## src/rtl/scs_pkg.sv

```systemverilog
// Purpose: constants and types for the system clock switch and trim block
// Assumes: avalon-mm slave with 32-bit data and byte addresses
// Notes: offsets are byte addresses within the block
package scs_pkg;
  // ==========================================================
  // register byte offsets
  localparam logic [15:0] SCS_OFF_SLEEP_KEEP = 16'h0008;
  localparam logic [15:0] SCS_OFF_SLOW_TRIM = 16'h000c;
  localparam logic [15:0] SCS_OFF_KHZ_DIV = 16'h0010;
  localparam logic [15:0] SCS_OFF_BIAS = 16'h4004;
  localparam logic [15:0] SCS_OFF_FAST_TRIM = 16'h4008;
  localparam logic [15:0] SCS_OFF_LEVEL = 16'h400c;
  localparam logic [15:0] SCS_OFF_MEAS_SEL = 16'h4010;
  localparam logic [15:0] SCS_OFF_MEAS_RES = 16'h4014;
  localparam logic [15:0] SCS_OFF_DITHER = 16'h4018;
  localparam logic [15:0] SCS_OFF_XTAL = 16'h401c;
  localparam logic [15:0] SCS_OFF_CPU = 16'h4020;
  // ==========================================================
  // reset values
  localparam logic [1:0] SCS_RST_SLEEP_KEEP = 2'h2;
  localparam logic [3:0] SCS_RST_SLOW_TRIM = 4'h0;
  localparam logic [15:0] SCS_RST_KHZ_DIV = 16'h5000;
  localparam logic [3:0] SCS_RST_BIAS = 4'hf;
  localparam logic [4:0] SCS_RST_FAST_TRIM = 5'h17;
  // ==========================================================
  // field positions
  localparam int SCS_BIT_SLOW_KEEP = 1;
  localparam int SCS_BIT_WATCH_KEEP = 0;
  localparam int SCS_BIT_XTAL_EN = 1;
  localparam int SCS_BIT_SRC_SEL = 0;
  localparam int SCS_BIT_HIGH_FLAG = 1;
  localparam int SCS_BIT_LOW_FLAG = 0;
  // ==========================================================
  // measurement: periods of the measured clock per result
  localparam logic [8:0] SCS_SLOW_PERIODS = 9'h010;
  localparam logic [8:0] SCS_FAST_PERIODS = 9'h100;
  localparam logic [31:0] SCS_READ_ZERO = 32'h0000_0000;
  // ==========================================================
  // measurement source encodings
  typedef enum logic [1:0] {
    SCS_MEAS_SLOW = 2'b00,
    SCS_MEAS_FAST = 2'b01,
    SCS_MEAS_TUNE = 2'b10,
    SCS_MEAS_NONE = 2'b11
  } scs_meas_t;
  // sleep level chosen on deep-sleep entry
  typedef enum logic [1:0] {
    SCS_AWAKE = 2'b00,
    SCS_DEEP1 = 2'b01,
    SCS_DEEP2 = 2'b10
  } scs_sleep_t;
  // analog control bundle to oscillators
  typedef struct packed {
    logic [3:0] slow_tune;
    logic [4:0] fast_tune;
    logic [3:0] bias;
    logic xtal_en;
    logic dither_en;
    logic [4:0] khz_int;
    logic [10:0] khz_frac;
  } scs_osc_ctrl_t;
  // clock enables produced for the clock tree
  typedef struct packed {
    logic sysclk_from_xtal;
    logic periph_en;
    logic cpu_en;
    logic ram_en;
  } scs_clk_en_t;
endpackage

```

## src/rtl/scs_top.sv

```systemverilog
// Purpose: system clock switch, cpu rate, sleep keep and trim registers
// Assumes: core_clk is the chosen system clock; oscillator status is async
// Notes: clocks are produced as glitch-free enables on core_clk
// Notes on behaviour
// - slow rc off in sleep gives level two
// - slow rc kept gives level one
// - watch crystal keep bit controls deep sleep
// - kilohertz divider integer and fraction fields
// - bias trim resets to all ones
// - fast rc trim resets to 17 hex
// - amplitude comparators readable as two bits
// - measure select picks slow, fast, tune
// - result counts 12 MHz over periods
// - dither bit enables dithering, resets off
// - crystal enable bit powers crystal oscillator
// - source select routes crystal or fast rc
// - cpu rate bit gives full or half
// - ram runs double periph when bit zero
// - crystal plus fast cpu, flash drops cpu
// - peripheral clock is half system clock
// - flash activity forces cpu to periph rate
// - crystal failure falls back and raises nmi
// - after reset system runs from fast rc
//
// The Avalon-MM register port is this design's own decision.
`timescale 1ns/100ps
`default_nettype none
module scs_top
  import scs_pkg::*;
(
  input wire logic core_clk, // system clock, 100 MHz
  input wire logic reset, // synchronous, active high
  input wire logic [15:0] avs_address, // byte address
  input wire logic avs_read, // read request
  input wire logic avs_write, // write request
  input wire logic [31:0] avs_writedata, // write data
  input wire logic [3:0] avs_byteenable, // byte lanes
  output logic [31:0] avs_readdata, // read data
  output logic avs_waitrequest, // stall
  output logic avs_response_err, // unmapped read address flag with answer
  input wire logic deep_sleep_request, // cpu deep sleep flag
  input wire logic wait_for_interrupt, // cpu executes wfi, pulse
  input wire logic wake_event, // wake from deep sleep, pulse
  input wire logic flash_busy, // flash program or erase active
  input wire logic xtal_fail_async, // crystal failure detect, pin
  input wire logic amp_high_async, // high comparator, pin
  input wire logic amp_low_async, // low comparator, pin
  input wire logic meas_clk_slow_async, // internal slow rc, pin
  input wire logic meas_clk_fast_async, // internal fast rc, pin
  input wire logic meas_clk_tune_async, // tune filter result, pin
  input wire logic ref_12m_tick, // 12 MHz count enable, same domain
  output scs_osc_ctrl_t osc_ctrl, // oscillator trims and enables
  output scs_clk_en_t clk_en, // clock enables for the tree
  output logic slow_rc_run, // internal slow rc enable
  output logic watch_crystal_run, // watch crystal enable
  output scs_sleep_t sleep_level, // current sleep level
  output logic xtal_fail_nmi // one-cycle nmi pulse
);
  // ==========================================================
  // software registers
  logic [1:0] sleep_keep_r; // slow/watch keep bits
  logic [3:0] slow_trim_r; // slow rc tune
  logic [15:0] khz_div_r; // integer and fraction
  logic [3:0] bias_r; // crystal bias
  logic [4:0] fast_trim_r; // fast rc tune
  scs_meas_t meas_sel_r; // measurement source
  logic dither_r; // dither enable
  logic [1:0] xtal_r; // enable and source select
  logic cpu_rate_r; // cpu full rate when one
  logic [15:0] meas_res_r; // last measurement
  logic ack_r; // one wait state then answer
  logic fail_latched_r; // crystal source lost
  // ==========================================================
  // two-flop synchronisers for pins
  logic [5:0] sync1_r; // first stage, read only by stage two
  logic [5:0] sync2_r; // synchronised levels
  always_ff @(posedge core_clk)
  begin
    if (reset)
    begin
      sync1_r <= 6'h00;
      sync2_r <= 6'h00;
    end
    else
    begin
      sync1_r <= {meas_clk_tune_async, meas_clk_fast_async,
                  meas_clk_slow_async, xtal_fail_async,
                  amp_high_async, amp_low_async};
      sync2_r <= sync1_r;
    end
  end
  wire logic amp_low_s = sync2_r[0];
  wire logic amp_high_s = sync2_r[1];
  wire logic xtal_fail_s = sync2_r[2];
  // ==========================================================
  // bus decode
  wire logic bus_req = avs_read | avs_write;
  wire logic wr_go = avs_write & ack_r;
  // byte-lane merge of write data into an old value
  function automatic logic [31:0] scs_merge(input logic [31:0] old,
    input logic [31:0] nw, input logic [3:0] be);
    logic [31:0] res;
    res = old;
    for (int i = 0; i < 4; i++)
      if (be[i])
        res[i*8 +: 8] = nw[i*8 +: 8];
    return res;
  endfunction
  wire logic [31:0] wmerge = scs_merge(SCS_READ_ZERO, avs_writedata,
                                       avs_byteenable);
  // divider keeps its old bytes where lanes are off
  wire logic [31:0] khz_merge = scs_merge({16'h0000, khz_div_r},
                                          avs_writedata, avs_byteenable);
  // ack toggles so each request waits exactly one cycle
  always_ff @(posedge core_clk)
  begin
    if (reset)
      ack_r <= 1'b0;
    else
      ack_r <= bus_req & ~ack_r;
  end
  assign avs_waitrequest = bus_req & ~ack_r;
  // ==========================================================
  // register writes; only named bits stored
  always_ff @(posedge core_clk)
  begin
    if (reset)
    begin
      sleep_keep_r <= SCS_RST_SLEEP_KEEP;
      slow_trim_r <= SCS_RST_SLOW_TRIM;
      khz_div_r <= SCS_RST_KHZ_DIV;
      bias_r <= SCS_RST_BIAS;
      fast_trim_r <= SCS_RST_FAST_TRIM;
      meas_sel_r <= SCS_MEAS_SLOW;
      dither_r <= 1'b0;
      cpu_rate_r <= 1'b0;
    end
    else if (wr_go)
    begin
      // partial byte enables only touch enabled lanes
      if (avs_address == SCS_OFF_SLEEP_KEEP && avs_byteenable[0])
        sleep_keep_r <= wmerge[1:0];
      else if (avs_address == SCS_OFF_SLOW_TRIM && avs_byteenable[0])
        slow_trim_r <= wmerge[3:0];
      else if (avs_address == SCS_OFF_KHZ_DIV)
        khz_div_r <= khz_merge[15:0];
      else if (avs_address == SCS_OFF_BIAS && avs_byteenable[0])
        bias_r <= wmerge[3:0];
      else if (avs_address == SCS_OFF_FAST_TRIM && avs_byteenable[0])
        fast_trim_r <= wmerge[4:0];
      else if (avs_address == SCS_OFF_MEAS_SEL && avs_byteenable[0])
        meas_sel_r <= scs_meas_t'(wmerge[1:0]);
      else if (avs_address == SCS_OFF_DITHER && avs_byteenable[0])
        dither_r <= wmerge[0];
      else if (avs_address == SCS_OFF_CPU && avs_byteenable[0])
        cpu_rate_r <= wmerge[0];
    end
  end
  // ==========================================================
  // crystal control with hardware failover
  always_ff @(posedge core_clk)
  begin
    if (reset)
    begin
      xtal_r <= 2'b00; // fast rc after reset
      fail_latched_r <= 1'b0;
    end
    else if (xtal_fail_s && xtal_r[SCS_BIT_SRC_SEL])
    begin
      // failure wins over a same-cycle software write
      xtal_r[SCS_BIT_SRC_SEL] <= 1'b0;
      xtal_r[SCS_BIT_XTAL_EN] <= xtal_r[SCS_BIT_XTAL_EN];
      fail_latched_r <= 1'b1;
    end
    else
    begin
      if (wr_go && avs_address == SCS_OFF_XTAL && avs_byteenable[0])
        xtal_r <= wmerge[1:0];
      if (!xtal_fail_s)
        fail_latched_r <= 1'b0;
    end
  end
  // nmi pulses once per failover event
  always_ff @(posedge core_clk)
  begin
    if (reset)
      xtal_fail_nmi <= 1'b0;
    else
      xtal_fail_nmi <= xtal_fail_s & xtal_r[SCS_BIT_SRC_SEL]
                       & ~fail_latched_r;
  end
  // ==========================================================
  // clock enables: divider phase gives glitch-free switching
  logic phase_r; // toggles every system clock
  logic src_act_r; // source in use, changes at phase zero
  logic cpu_full_act_r; // cpu full rate in use
  always_ff @(posedge core_clk)
  begin
    if (reset)
    begin
      phase_r <= 1'b0;
      src_act_r <= 1'b0;
      cpu_full_act_r <= 1'b0;
    end
    else
    begin
      phase_r <= ~phase_r;
      // only change on a whole-period boundary, no runt pulse
      if (phase_r)
      begin
        src_act_r <= xtal_r[SCS_BIT_SRC_SEL];
        // flash forces periph rate for cpu
        cpu_full_act_r <= cpu_rate_r & ~flash_busy;
      end
    end
  end
  // enables registered so they are glitch free
  always_ff @(posedge core_clk)
  begin
    if (reset)
      clk_en <= '0;
    else
    begin
      clk_en.sysclk_from_xtal <= src_act_r;
      clk_en.periph_en <= phase_r; // half rate
      clk_en.cpu_en <= cpu_full_act_r | phase_r;
      // ram double periph rate at slow cpu, periph rate at full
      clk_en.ram_en <= cpu_full_act_r ? phase_r : 1'b1;
    end
  end
  // ==========================================================
  // deep sleep level control
  always_ff @(posedge core_clk)
  begin
    if (reset)
      sleep_level <= SCS_AWAKE;
    else
    begin
      case (sleep_level)
        SCS_AWAKE:
          if (wait_for_interrupt && deep_sleep_request)
            sleep_level <= sleep_keep_r[SCS_BIT_SLOW_KEEP]
                           ? SCS_DEEP1 : SCS_DEEP2;
        default:
          if (wake_event)
            sleep_level <= SCS_AWAKE;
      endcase
    end
  end
  // oscillator run enables in sleep
  always_ff @(posedge core_clk)
  begin
    if (reset)
    begin
      slow_rc_run <= 1'b1;
      watch_crystal_run <= 1'b1;
    end
    else
    begin
      slow_rc_run <= (sleep_level != SCS_DEEP2);
      watch_crystal_run <= (sleep_level == SCS_AWAKE)
                           | sleep_keep_r[SCS_BIT_WATCH_KEEP];
    end
  end
  // oscillator control bundle from registers
  always_ff @(posedge core_clk)
  begin
    if (reset)
      osc_ctrl <= '0;
    else
    begin
      osc_ctrl.slow_tune <= slow_trim_r;
      osc_ctrl.fast_tune <= fast_trim_r;
      osc_ctrl.bias <= bias_r;
      osc_ctrl.xtal_en <= xtal_r[SCS_BIT_XTAL_EN];
      osc_ctrl.dither_en <= dither_r;
      osc_ctrl.khz_int <= khz_div_r[15:11];
      osc_ctrl.khz_frac <= khz_div_r[10:0];
    end
  end
  // ==========================================================
  // period measurement: count 12 MHz ticks over n periods
  logic meas_prev_r; // previous measured level
  logic [8:0] per_cnt_r; // measured periods so far
  logic [15:0] tick_cnt_r; // 12 MHz ticks so far
  logic meas_lvl; // selected synchronised clock
  logic [8:0] per_target; // periods per result
  always_comb
  begin
    meas_lvl = 1'b0;
    per_target = SCS_SLOW_PERIODS;
    case (meas_sel_r)
      SCS_MEAS_SLOW: meas_lvl = sync2_r[3];
      SCS_MEAS_FAST:
      begin
        meas_lvl = sync2_r[4];
        per_target = SCS_FAST_PERIODS;
      end
      SCS_MEAS_TUNE: meas_lvl = sync2_r[5];
      default: meas_lvl = 1'b0; // unused: no edges
    endcase
  end
  // a select write starts the measurement over
  wire logic meas_sel_wr = wr_go && avs_address == SCS_OFF_MEAS_SEL
                           && avs_byteenable[0];
  wire logic meas_rise = meas_lvl & ~meas_prev_r;
  always_ff @(posedge core_clk)
  begin
    if (reset)
    begin
      meas_prev_r <= 1'b0;
      per_cnt_r <= 9'h000;
      tick_cnt_r <= 16'h0000;
      meas_res_r <= 16'h0000;
    end
    else
    begin
      // a fresh select waits for a whole low-high edge of the new source
      meas_prev_r <= meas_lvl | meas_sel_wr;
      if (meas_sel_wr)
      begin
        // restart so no result mixes periods of two sources
        per_cnt_r <= 9'h000;
        tick_cnt_r <= 16'h0000;
      end
      else if (meas_rise && per_cnt_r == per_target)
      begin
        meas_res_r <= tick_cnt_r;
        per_cnt_r <= 9'h001;
        tick_cnt_r <= {15'h0000, ref_12m_tick};
      end
      else
      begin
        if (meas_rise)
          per_cnt_r <= per_cnt_r + 9'h001;
        // the first edge opens the window and its own tick counts
        if (meas_rise && per_cnt_r == 9'h000)
          tick_cnt_r <= {15'h0000, ref_12m_tick};
        else if (per_cnt_r != 9'h000 && ref_12m_tick)
          tick_cnt_r <= tick_cnt_r + 16'h0001;
      end
    end
  end
  // ==========================================================
  // read mux, reserved bits zero
  always_ff @(posedge core_clk)
  begin
    if (reset)
    begin
      avs_readdata <= SCS_READ_ZERO;
      avs_response_err <= 1'b0;
    end
    else
    begin
      avs_readdata <= SCS_READ_ZERO;
      avs_response_err <= 1'b0;
      if (avs_read && !ack_r)
      begin
        if (avs_address == SCS_OFF_SLEEP_KEEP)
          avs_readdata[1:0] <= sleep_keep_r;
        else if (avs_address == SCS_OFF_SLOW_TRIM)
          avs_readdata[3:0] <= slow_trim_r;
        else if (avs_address == SCS_OFF_KHZ_DIV)
          avs_readdata[15:0] <= khz_div_r;
        else if (avs_address == SCS_OFF_BIAS)
          avs_readdata[3:0] <= bias_r;
        else if (avs_address == SCS_OFF_FAST_TRIM)
          avs_readdata[4:0] <= fast_trim_r;
        else if (avs_address == SCS_OFF_LEVEL)
          avs_readdata[1:0] <= {amp_high_s, amp_low_s};
        else if (avs_address == SCS_OFF_MEAS_SEL)
          avs_readdata[1:0] <= meas_sel_r;
        else if (avs_address == SCS_OFF_MEAS_RES)
          avs_readdata[15:0] <= meas_res_r;
        else if (avs_address == SCS_OFF_DITHER)
          avs_readdata[0] <= dither_r;
        else if (avs_address == SCS_OFF_XTAL)
          avs_readdata[1:0] <= xtal_r;
        else if (avs_address == SCS_OFF_CPU)
          avs_readdata[0] <= cpu_rate_r;
        else
          avs_response_err <= 1'b1; // unmapped reads zero
      end
    end
  end
endmodule // scs_top
`default_nettype wire
```

## config.mk

```make
export PLATFORM = sky130hd
export DESIGN_NAME = scs_top
export DESIGN_NICKNAME = d
export VERILOG_FILES = /design/src/rtl/scs_pkg.sv /design/src/rtl/scs_top.sv
export SDC_FILE = /design/constraint.sdc
export NUM_CORES = 1
export LEC_CHECK = 0
export BUFFER_PORTS_ARGS = -buffer_cell sky130_fd_sc_hd__buf_2
export CAP_MARGIN = 30
export CORE_MARGIN = 2
export CORE_UTILIZATION = 50
export DETAILED_ROUTE_END_ITERATION = 8
export GPL_TIMING_DRIVEN = 0
export PLACE_DENSITY = 0.78
export SLEW_MARGIN = 30
export SYNTH_ARGS = -nofsm -noshare
export SYNTH_HDL_FRONTEND = slang
export SYNTH_SLANG_ARGS = --single-unit
```

## constraint.sdc

```tcl
create_clock -name core_clk -period 3.6 [get_ports core_clk]
set_clock_uncertainty 0.05 [all_clocks]
set_input_delay 0.72 -clock core_clk [delete_from_list [all_inputs] [get_ports core_clk]]
set_output_delay 0.72 -clock core_clk [all_outputs]
set_load 0.005 [all_outputs]
```

== Yosys cells after proc, flatten, opt, wreduce, memory -nomap -nowiden ==
Index checks and enable logic that the tools add are counted.

* Add/sub/neg operators: 2
* $mul: 0
* Div/mod/pow operators: 0
* Magnitude comparators: 0
* Eq/ne operators: 17
* Shifts and indexed selects: 0
* Mux-type cells: 38
* Bitwise gates (word level): 25
* Reduce and logical (&&, ||, !) cells: 45

{| class="wikitable"
|+ Operators by type and width
! cell !! number
|-
| == test 16 x 15 -> 1 bit, second input constant || 8
|-
| two-way mux 14 bit || 7
|-
| == test 16 x 4 -> 1 bit, second input constant || 2
|-
| logical AND 1 bit || 17
|-
| adder 16 x 1 -> 16 bit, second input constant || 1
|-
| == test 16 x 5 -> 1 bit, second input constant || 1
|-
| two-way mux 16 bit || 1
|-
| two-way mux 2 bit || 8
|-
| inverter 1 bit || 15
|-
| AND reduction 5 bit || 3
|-
| two-way mux 1 bit || 14
|-
| two-way mux 12 bit || 1
|-
| OR reduction 12 bit || 1
|-
| two-way mux 11 bit || 1
|-
| two-way mux 5 bit || 2
|-
| adder 9 x 1 -> 9 bit, second input constant || 1
|-
| == test 9 bit || 1
|-
| logical NOT 9 bit || 1
|-
| two-way mux 9 bit || 1
|-
| AND reduction 9 bit || 1
|-
| nonzero test 9 bit || 1
|-
| two-way mux 4 bit || 2
|-
| AND reduction 2 bit || 4
|-
| AND reduction 8 bit || 1
|-
| other kinds (17) || 32
|}

* Register bits: 169
* Latch bits: 0
* Memory bits (writable): 0
* ROM bits: 0
* Input bits: 67
* Output and inout port bits: 74
* Logic and storage cells: 171
* Memories kept: 0

== Longest topological paths before layout ==
Gate-level depths: netlist of run 1.

* Depth after elaboration: 13
* Gate-level depth with buffers: 10

== Least setup slack after synthesis of run 1 ==
Ideal clock, no wire load.

* Kind: input to register
* Start point: input port avs_address[9]
* End point: register khz_div_r[12]
* Setup time: 0.120 ns
* Arrival: 2.528 ns
* Setup slack: 0.903 ns
* Stages: 7
* Buffers on the path: 1
* Cells stage by stage: or4_4 -> or2_4 -> or3_1 -> buf_6 -> nor2_8 -> nor2b_1 -> a211o_1

* Longest elaborated chain between the ends: 4
* Elaborated cells between the ends (all ways): 8
* Those cells by class: eq/ne (3); bitwise (2); reduce/logical (3)

{| class="wikitable"
|+ Ends and longest elaborated chain
! element !! RTL line !! text
|-
| from (decl) || scs_top.sv:33 || <nowiki>input wire logic [15:0] avs_address,</nowiki>
|-
| == test 16 x 4 -> 1 bit (on tied branches) || scs_top.sv:143, scs_top.sv:141 ||
|-
| logical AND 1 bit (on tied branches) || scs_top.sv:143, scs_top.sv:141 ||
|-
| inverter 1 bit (no line) || -- ||
|-
| AND reduction 5 bit (no line) * || -- ||
|-
| to (signal assigned) || scs_top.sv:146 || <nowiki>khz_div_r <= khz_merge[15:0];</nowiki>
|-
| to (decl) || scs_top.sv:63 || <nowiki>logic [15:0] khz_div_r;</nowiki>
|}

Every way passes the cells marked *; elsewhere a longest branch is shown, timed or not.
A chain may end at the register's enable or synchronous reset.

== Final worst setup path of run 1 ==
* Start point: input port avs_address[9]
* End point: register avs_readdata[0]

* Longest elaborated chain between the ends: 12
* Elaborated cells between the ends (all ways): 22
* Those cells by class: eq/ne (11); mux (11)

{| class="wikitable"
|+ Ends and longest elaborated chain
! element !! RTL line !! text
|-
| == test 16 x 15 -> 1 bit || scs_top.sv:379 || <nowiki>else if (avs_address == SCS_OFF_CPU)</nowiki>
|-
| two-way mux 1 bit || scs_top.sv:379 ||
|-
| two-way mux 1 bit || scs_top.sv:377 || <nowiki>else if (avs_address == SCS_OFF_XTAL)</nowiki>
|-
| two-way mux 1 bit || scs_top.sv:375 || <nowiki>else if (avs_address == SCS_OFF_DITHER)</nowiki>
|-
| two-way mux 2 bit || scs_top.sv:373 || <nowiki>else if (avs_address == SCS_OFF_MEAS_RES)</nowiki>
|-
| two-way mux 2 bit || scs_top.sv:371 || <nowiki>else if (avs_address == SCS_OFF_MEAS_SEL)</nowiki>
|-
| two-way mux 2 bit || scs_top.sv:369 || <nowiki>else if (avs_address == SCS_OFF_LEVEL)</nowiki>
|-
| two-way mux 5 bit || scs_top.sv:367 || <nowiki>else if (avs_address == SCS_OFF_FAST_TRIM)</nowiki>
|-
| two-way mux 4 bit || scs_top.sv:365 || <nowiki>else if (avs_address == SCS_OFF_BIAS)</nowiki>
|-
| two-way mux 16 bit || scs_top.sv:363 || <nowiki>else if (avs_address == SCS_OFF_KHZ_DIV)</nowiki>
|-
| two-way mux 4 bit || scs_top.sv:361 || <nowiki>else if (avs_address == SCS_OFF_SLOW_TRIM)</nowiki>
|-
| two-way mux 2 bit * || scs_top.sv:359 || <nowiki>if (avs_address == SCS_OFF_SLEEP_KEEP)</nowiki>
|-
| to (signal assigned) || scs_top.sv:360 || <nowiki>avs_readdata[1:0] <= sleep_keep_r;</nowiki>
|-
| to (signal assigned) || scs_top.sv:362 || <nowiki>avs_readdata[3:0] <= slow_trim_r;</nowiki>
|-
| to (signal assigned) || scs_top.sv:364 || <nowiki>avs_readdata[15:0] <= khz_div_r;</nowiki>
|-
| to (decl) || scs_top.sv:38 || <nowiki>output logic [31:0] avs_readdata,</nowiki>
|}

Marked as above.

==> flow_summary.json, run 1 <==
{
  "groute.layer.met1.usage_pct": 29.7,
  "cts.repair.resized": 0,
  "slew_viol_final": 0,
  "drt-pass1-iter-count": 5,
  "busiest_layer": "met2",
  "io_buffers": 105,
  "gr-usage-met2_pct": 43.2,
  "stdcell_count": 945,
  "rsz0062_at_grt": "no",
  "postSynthRegisterBits": 153,
  "yosysSeqAreaShare_pct": 50.8,
  "setup_tns_ns": 0,
  "cts_buffers": 17,
  "async_reset_ff_share_pct": 0,
  "min_period_over_period_pct": 79.3,
  "tritoncts": "yes",
  "layout.cells.most_common": "dfxtp_1",
  "clock-sinks": 153,
  "horizontal_die_dimension_um": 114,
  "cts_hold_buf": 0,
  "gpl.final_weighted_congestion": 0.900,
  "cts_post_setup_buffers_inserted": 0,
  "first_global_vias": 4956,
  "num-nets-final": 856,
  "worst_pin_slew_ns": 0.924,
  "layout_common_cells": "dfxtp_1, buf_2, nor2_1",
  "critical_path.max_fanout": 6,
  "grt_remaining_overflow": 0,
  "finalSetupViolCount": 0,
  "critPathKind": "in2reg",
  "vdd_ir_max_mv": 0.248,
  "design.die.area_um2": 13000,
  "maxSlewHeadroom_pct": 37.9,
  "worst-endpoint-arrival_ns": 3.10,
  "postSynthCellCount": 647,
  "critical_path_required_time_ns": 3.85,
  "cts-root-buf": "clkbuf_16",
  "ctsLongestPathBuffers": 2,
  "grt_first_pass_wirelength_um": 24600,
  "grt.total_usage_pct": 24.7,
  "gr-usage-met3_pct": 5.95,
  "min_period_ns": 2.85,
  "clk-insertion-delay-late_ns": 0.43,
  "drt_drc": 0,
  "grt_antenna_before_repair": 0,
  "ys.flop_type": "dfxtp_1",
  "floorplan.core_area_um2": 11900,
  "drt.antenna.violating_nets": 0,
  "grt_max_degree": 17,
  "drv_cap": 0,
  "wl_per_cell_um": 16.4,
  "post-place-cells": 914,
  "layout-drive-gt1-share_pct": 22.2,
  "slowest_delay_ns": 0.75,
  "die_h_um": 114,
  "fp-row-count": 40,
  "total_number_of_h_tree_levels": 4,
  "min_path_type": "reg2reg",
  "antennaDiodeCount": 0,
  "start_util_pct": 50.6,
  "yosysUniqueCellTypes": 59,
  "pd_cells_nw_per_um2": 486,
  "final.fill_count": 1021,
  "syn_avg_cell_area_um2": 9.32,
  "cp_slowest_cell": "nor3_1",
  "edff_count_synth": 0,
  "cp-start-kind": "input pin",
  "drt_iter0_markers": 310,
  "clk_transition_reported_paths_ns": 0.06,
  "netlist_area_um2": 6030,
  "yosysWarnings": 0,
  "place_hpwl_um": 11700,
  "route.detailed.vias_per_inst": 5.39,
  "cp_cell_sequence": "buf_2, or4_4, or2_4, nor3_1, a311oi_1, a221oi_1, o22ai_1",
  "fmaxAchievable_ghz": 0.350,
  "routed-via-count": 5092,
  "status": "completed",
  "finalWirelength_um": 15500,
  "hold_violations": 0,
  "p_leak_uw": 0.00312,
  "io_pins": 141,
  "flow.area_growth_from_synthesis_pct": 22.2,
  "critPathCaptureType": "flip-flop"
}
[where the power goes]
group / internal, µW / total (µW) / switching [µW]
Combinational: 68.1 / 173 / 105
Sequential: 1710 / 1720 / 9.84
Clock: 1000 / 1680 / 683
Total: 2780 / 3580 / 798
[worst paths after layout]
path	startpoint	to	slack [ns]	cells past startpoint
max	avs_address[9]	avs_readdata[0]	0.75	7
min	sync1_r[3]	sync2_r[3]	0.39	1
max reg2reg	per_cnt_r[0]	meas_res_r[6]	0.96	10
min reg2reg	sync1_r[3]	sync2_r[3]	0.39	1
[layer usage]
metal / share of wire (%) / routed length [µm]
met1: 42 / 6450
met3: 6.9 / 1080
met4: 1.9 / 289
met2: 50 / 7710
met5: 0 / 0
[synth_stat cells, types with 3 or more instances]
library cell | number | area [µm²]
o21ai_0 | 6 | 30.0
a21oi_1 | 28 | 140
buf_2 | 5 | 25.0
ha_1 | 3 | 37.5
and3_1 | 7 | 43.8
xor2_1 | 15 | 131
or3_1 | 3 | 18.8
nor2_1 | 97 | 364
nor4_1 | 8 | 50.1
buf_1 | 6 | 22.5
nand3_1 | 26 | 130
mux2i_1 | 34 | 340
a22oi_1 | 13 | 97.6
xnor2_1 | 6 | 52.6
clkbuf_1 | 13 | 48.8
inv_1 | 13 | 48.8
nand2_1 | 47 | 176
and2_1 | 3 | 18.8
a222oi_1 | 3 | 30.0
buf_4 | 18 | 135
nor3b_1 | 5 | 37.5
nand4_1 | 14 | 87.6
nor2b_1 | 55 | 344
nand2b_1 | 5 | 31.3
dfxtp_1 | 153 | 3060
a211o_1 | 10 | 87.6
nor3_1 | 9 | 45.0
[critical path: cells and delay by family]
| family | cells | cell delay, ns |
|---|---|---|
| buffers and inverters | 1 | 0.11 |
| and+or+nand+nor | 3 | 1.62 |
| AOI/OAI and AO/OA | 3 | 0.64 |
[registers in the layout, indices dropped and copies added (netlist names), 5 cells and up]
register	flops
avs_readdata	16
fast_trim_r	5
khz_div_r	16
meas_res_r	16
osc_ctrl	31
per_cnt_r	9
sync1_r	6
sync2_r	6
tick_cnt_r	16
[through the flow]
stage	area, µm²	setup slack [ns]	total power (µW)	hold slack [ns]	util, %
2_1_floorplan	6090	0.903	1850	0.350	-
3_3_place_gp	6800	0.210	1930	0.371	57.0
3_5_place_dp	6800	0.184	1930	0.386	57.0
4_1_cts	7360	0.595	3600	0.401	61.8
5_1_grt	7370	0.646	3680	0.411	61.8
6_report	7370	0.745	3580	0.391	61.8
[cell type report]
type                    instances  area (µm²)  share of cell area [%]
flip-flops and latches        153        3060                    41.6
repair buffers                105         526                    7.13
clock inverters                10        93.8                    1.27
plain buffers                  44         254                    3.45
clock buffers                  21         470                    6.39
inverters                      13        48.8                   0.662
well taps                     147         184                    2.50
multi-input cells             452        2730                    37.0
[cells by family (layout without fill, tap and decap cells)]
logic type	Yosys count	count (layout)	share of synthesized area, %
AO/OA/AOI/OAI	77	77	8.76
adder cells (fa/ha/maj)	3	3	0.623
multiplexers	35	35	5.83
flip-flops	153	153	50.8
AND/OR/NAND/NOR	300	300	25.9
buffers and inverters	57	193	5.02
XOR/XNOR	21	21	3.05
other	1	16	0.0622
Power figures use the tool's default switching activity.
==> run 2: changes to the inputs <==
==> constraint.sdc (replaced) <==
create_clock -name core_clk -period 2.7 [get_ports core_clk]
set_clock_uncertainty 0.05 [all_clocks]
set_input_delay 0.54 -clock core_clk [delete_from_list [all_inputs] [get_ports core_clk]]
set_output_delay 0.54 -clock core_clk [all_outputs]
set_load 0.005 [all_outputs]
==> run 2 against run 1 <==
Wire length rose by 0.49%. Sequential share of layout area down 0.18 points. First-iteration DRC count down 0.32%. Largest cell class unchanged. Combinational power rose by 35%. Critical path depth increased by 1.
==> flow_summary.json, run 2 (synthesis gave the netlist of run 1 again) <==
{
  "status": "completed",
  "drt_iter0_markers": 309,
  "regToRegSetupSlack_ns": 0.13,
  "clk_transition_reported_paths_ns": 0.06,
  "horizontal_die_dimension_um": 114,
  "highest_signal_layer_in_the_routed_design": "met4",
  "floorplan.core_area_um2": 11900,
  "gpl.final_weighted_congestion": 0.900,
  "routed-via-count": 5103,
  "grt_first_pass_wirelength_um": 24700,
  "drt.antenna.violating_nets": 0,
  "maxSlewHeadroom_pct": 53.2,
  "route.detailed.vias_per_inst": 5.40,
  "grt_remaining_overflow": 0,
  "report.power.total_uw": 4770,
  "drv_cap": 0,
  "cp-start-kind": "input pin",
  "die_h_um": 114,
  "ctsLongestPathBuffers": 2,
  "drt_drc": 0,
  "routed-wl-met3_um": 1030,
  "critPathCaptureType": "flip-flop",
  "grt_max_degree": 17,
  "io_buffers": 105,
  "wl_per_cell_um": 16.5,
  "dp_slack_ns": -0.536,
  "slew_viol_final": 0,
  "critical_path_required_time_ns": 2.97,
  "met2RoutedLength_um": 7780,
  "cts-root-buf": "clkbuf_16",
  "design.die.area_um2": 13000,
  "tritoncts": "yes",
  "antennaDiodeCount": 0,
  "critical_path.max_fanout": 10,
  "endpoint": "tick_cnt_r[10]",
  "cts_buffers": 17,
  "hold_violations": 0,
  "layout-drive-gt1-share_pct": 22.7,
  "drt-pass1-iter-count": 5,
  "finalWorstSetupSlack_ns": 0.0779,
  "cts_hold_buf": 0,
  "p_leak_uw": 0.00313,
  "min_period_ns": 2.62,
  "finalSetupViolCount": 0,
  "worst-r2r-cell-count": 10,
  "layout.cells.most_common": "dfxtp_1",
  "min_path_type": "in2reg",
  "pd_cells_nw_per_um2": 645,
  "grt_antenna_before_repair": 0,
  "io_pins": 141,
  "r2r-end": "meas_res_r[6]",
  "grt.total_usage_pct": 24.7,
  "fp-row-count": 40,
  "worst-endpoint-arrival_ns": 2.89,
  "largest_register_ff_count": 31,
  "min_period_over_period_pct": 97.1,
  "total_number_of_h_tree_levels": 4,
  "fmaxAchievable_ghz": 0.381,
  "met1_length_um": 6520,
  "vdd_ir_max_mv": 0.333,
  "timing.rr.start": "per_cnt_r[0]",
  "num-nets-final": 856,
  "first_global_vias": 4966,
  "place_hpwl_um": 11700,
  "worstSetupStartpoint": "avs_address[5]",
  "regMostFlops": "osc_ctrl",
  "flow.area_growth_from_synthesis_pct": 22.7,
  "clock-sinks": 153,
  "layout_common_cells": "dfxtp_1, buf_2, nor2_1",
  "finalWirelength_um": 15600,
  "worst_pin_slew_ns": 0.696,
  "clk-insertion-delay-late_ns": 0.43,
  "start_util_pct": 50.6,
  "cts_post_setup_buffers_inserted": 0,
  "critPathKind": "in2reg"
}
run 2: critical path: stages:
cell and delay (ns):
buf_2 0.12, or4b_2 0.71, nor3_1 0.35, a41oi_1 0.30, nand2_1 0.34, o21bai_2 0.25
buf_4 0.22, nor2_1 0.06
run 2: report_power, final:
| group | internal [µW] | leakage [µW] | switching [µW] |
|---|---|---|---|
| sequential | 2290 | 0.00124 | 13.2 |
| clock | 1330 | 0.000272 | 907 |
| combinational | 92.1 | 0.00162 | 142 |
run 2: through the flow:
stage                     setup TNS (ns)  hold slack (ns)  utilization, %  instances  area [µm²]
after floorplan                        0            0.350               -        662        6090
after global placement            -21.16            0.371            57.0        914        6800
after detailed placement          -21.89            0.386            57.0        914        6800
after CTS                              0            0.258            61.8        945        7370
after global routing            -0.00610            0.267            62.1        945        7400
final                                  0            0.271            62.1        945        7400
run 2: area by class of cell:
cell class / count / area (µm²)
plain buffers: 44 / 254
clock buffers: 21 / 470
clock inverters: 10 / 93.8
fillers: 1021 / 4510
inverters: 13 / 48.8
multi-input cells: 452 / 2760
flip-flops and latches: 153 / 3060
well taps: 147 / 184
repair buffers: 105 / 526
run 2: layer usage:
metal | vias to the layer above | track usage [%]
met5 | - | 0
met4 | 0 | 9.02
met3 | 20 | 5.95
met2 | 206 | 43.3
met1 | 2412 | 29.7
li1 | 2465 | -
run 2: timing repair:
item                                    in CTS  in global routing
pin swaps                                    0                  0
gates resized for setup                      1                  5
endpoints found under the setup margin      14                 18
run 2: worst min path at each step:
stage	slack [ns]	cells after the start	from	end
final	0.27	2	amp_high_async	sync1_r[1]
after detailed placement	0.39	1	sync1_r[0]	sync2_r[0]
after CTS	0.26	2	amp_high_async	sync1_r[1]
after global routing	0.27	2	avs_writedata[12]	khz_div_r[12]
after floorplan	0.35	1	fail_latched_r	xtal_fail_nmi
after global placement	0.37	1	sync1_r[1]	sync2_r[1]
==> run 3: changes to the inputs <==
--- a/config.mk
+++ b/config.mk
@@ -9,6 +9,7 @@
 export CAP_MARGIN = 30
 export CORE_MARGIN = 2
 export CORE_UTILIZATION = 50
+export CTS_BUF_LIST = sky130_fd_sc_hd__clkbuf_4 sky130_fd_sc_hd__clkbuf_8
 export DETAILED_ROUTE_END_ITERATION = 8
 export GPL_TIMING_DRIVEN = 0
 export PLACE_DENSITY = 0.78
==> run 3 against run 2 <==
Maximum frequency is 3.4% higher. Critical path type unchanged. Register-to-register slack better by 0.07 ns. Wire length is 2.7% lower. Combinational power hardly changed. Via count is 0.29% higher. Die area stayed put. Sequential power hardly changed. Flip-flop and latch count stayed put. Cell area is 2.7% lower. First-iteration DRC count is 0.65% lower. Non-clock buffer count stayed put. Setup slack better by 0.085 ns.
==> flow_summary.json, run 3 (synthesis gave the netlist of run 1 again) <==
{
  "status": "completed",
  "design.die.area_um2": 13000,
  "worst_pin_slew_ns": 0.690,
  "grt_max_degree": 17,
  "grt_antenna_before_repair": 0,
  "grt_remaining_overflow": 0,
  "cts_buffers": 17,
  "vdd_ir_max_mv": 0.223,
  "worst-endpoint-arrival_ns": 2.83,
  "min_path_type": "in2reg",
  "horizontal_die_dimension_um": 114,
  "wl_per_cell_um": 16.1,
  "critical_path_required_time_ns": 3.00,
  "r2r-end": "meas_res_r[5]",
  "drt-pass1-iter-count": 7,
  "first_global_vias": 4924,
  "grt.total_usage_pct": 24.0,
  "hold_path_startpoint": "amp_high_async",
  "layout.core_utilization_pct": 60.4,
  "num-nets-final": 856,
  "tritoncts": "yes",
  "fmaxAchievable_ghz": 0.394,
  "min_period_over_period_pct": 94.0,
  "cts-root-buf": "clkbuf_8",
  "whs_ns": 0.246,
  "critPathKind": "in2reg",
  "rsz0062_at_grt": "no",
  "dp_slack_ns": -0.536,
  "layout_common_cells": "dfxtp_1, buf_2, nor2_1",
  "slew_viol_final": 0,
  "hold_violations": 0,
  "layout-drive-gt1-share_pct": 22.6,
  "io_pins": 141,
  "drt_drc": 0,
  "regToRegSetupSlack_ns": 0.20,
  "pd_cells_nw_per_um2": 578,
  "die_h_um": 114,
  "fp-row-count": 40,
  "p_leak_uw": 0.00304,
  "start_util_pct": 50.6,
  "largest_register_ff_count": 31,
  "grt_first_pass_wirelength_um": 24100,
  "gpl.final_weighted_congestion": 0.900,
  "finalWorstSetupSlack_ns": 0.163,
  "critical_path.max_fanout": 10,
  "drt.antenna.violating_nets": 0,
  "floorplan.core_area_um2": 11900,
  "maxSlewHeadroom_pct": 53.6,
  "finalWirelength_um": 15200,
  "hold-path-endpoint": "sync1_r[1]",
  "antennaDiodeCount": 0,
  "min_period_ns": 2.54,
  "routed-via-count": 5118,
  "clk_transition_reported_paths_ns": 0.08,
  "regMostFlops": "osc_ctrl",
  "layout.cells.most_common": "dfxtp_1",
  "clock-sinks": 153,
  "drv_cap": 0,
  "ctsLongestPathBuffers": 2,
  "cts_hold_buf": 0,
  "route.detailed.vias_per_inst": 5.42,
  "place_hpwl_um": 11700,
  "stdcell_count": 945,
  "critPathCaptureType": "flip-flop",
  "finalSetupViolCount": 0,
  "whs_path_depth": 2,
  "post-place-cells": 914,
  "io_buffers": 105,
  "worst-r2r-cell-count": 10,
  "drt_iter0_markers": 307,
  "cp-start-kind": "input pin",
  "clk-insertion-delay-late_ns": 0.45,
  "total_number_of_h_tree_levels": 4,
  "timing.rr.start": "per_cnt_r[0]",
  "flow.area_growth_from_synthesis_pct": 19.4
}
[run 3: metal layers]
layer / GRT usage, % / vias to the layer above / share of wire [%]
met5: 0 / - / 0
met4: 9.67 / 0 / 2.1
met3: 4.84 / 29 / 5.4
met2: 41.7 / 171 / 49
met1: 29.2 / 2444 / 43
li1: - / 2474 / -
[run 3: metrics by stage]
stage | TNS [ns] | power (µW) | instance area, µm²
after floorplan | 0 | 2470 | 6090
after global placement | -21.16 | 2570 | 6800
after detailed placement | -21.89 | 2570 | 6800
after CTS | 0 | 4170 | 7180
after global routing | 0 | 4290 | 7200
final | 0 | 4160 | 7200
[run 3: worst max-delay path, stage by stage]
cell      delay, ns
buf_2          0.13
or4_1          0.60
nand2b_1       0.24
nor4_2         0.63
nand3_2        0.32
a211o_1        0.36
[run 3: power breakdown]
| part | leakage, µW | switching [µW] | internal [µW] |
|---|---|---|---|
| Combinational | 0.00161 | 140 | 91.7 |
| Clock | 0.000188 | 824 | 808 |
| Sequential | 0.00124 | 12.7 | 2280 |
[run 3: timing repair]
| action | in CTS | in global routing |
|---|---|---|
| setup endpoints to repair | 14 | 2 |
| buffers inserted | 0 | 0 |
| gates resized for setup | 1 | 3 |
| hold endpoints to repair | 0 | 0 |
[run 3: cell type report]
type | instances | area (µm²)
clock buffers | 21 | 283
flip-flops and latches | 153 | 3060
inverters | 13 | 48.8
well taps | 147 | 184
repair buffers | 105 | 526
plain buffers | 44 | 254
multi-input cells | 452 | 2750
fillers | 1039 | 4710
clock inverters | 10 | 93.8
[run 3: worst max path at each step]
stage,depth (start not counted),to,slack [ns],start
final,6,fast_trim_r[2],0.16,avs_address[4]
after global routing,8,avs_readdata[7],0.0007,avs_address[14]
after CTS,10,meas_res_r[5],0.12,per_cnt_r[0]
after detailed placement,9,meas_res_r[5],-0.54,avs_address[9]
after global placement,7,avs_readdata[0],-0.51,avs_address[9]
after floorplan,7,khz_div_r[12],0.18,avs_address[9]
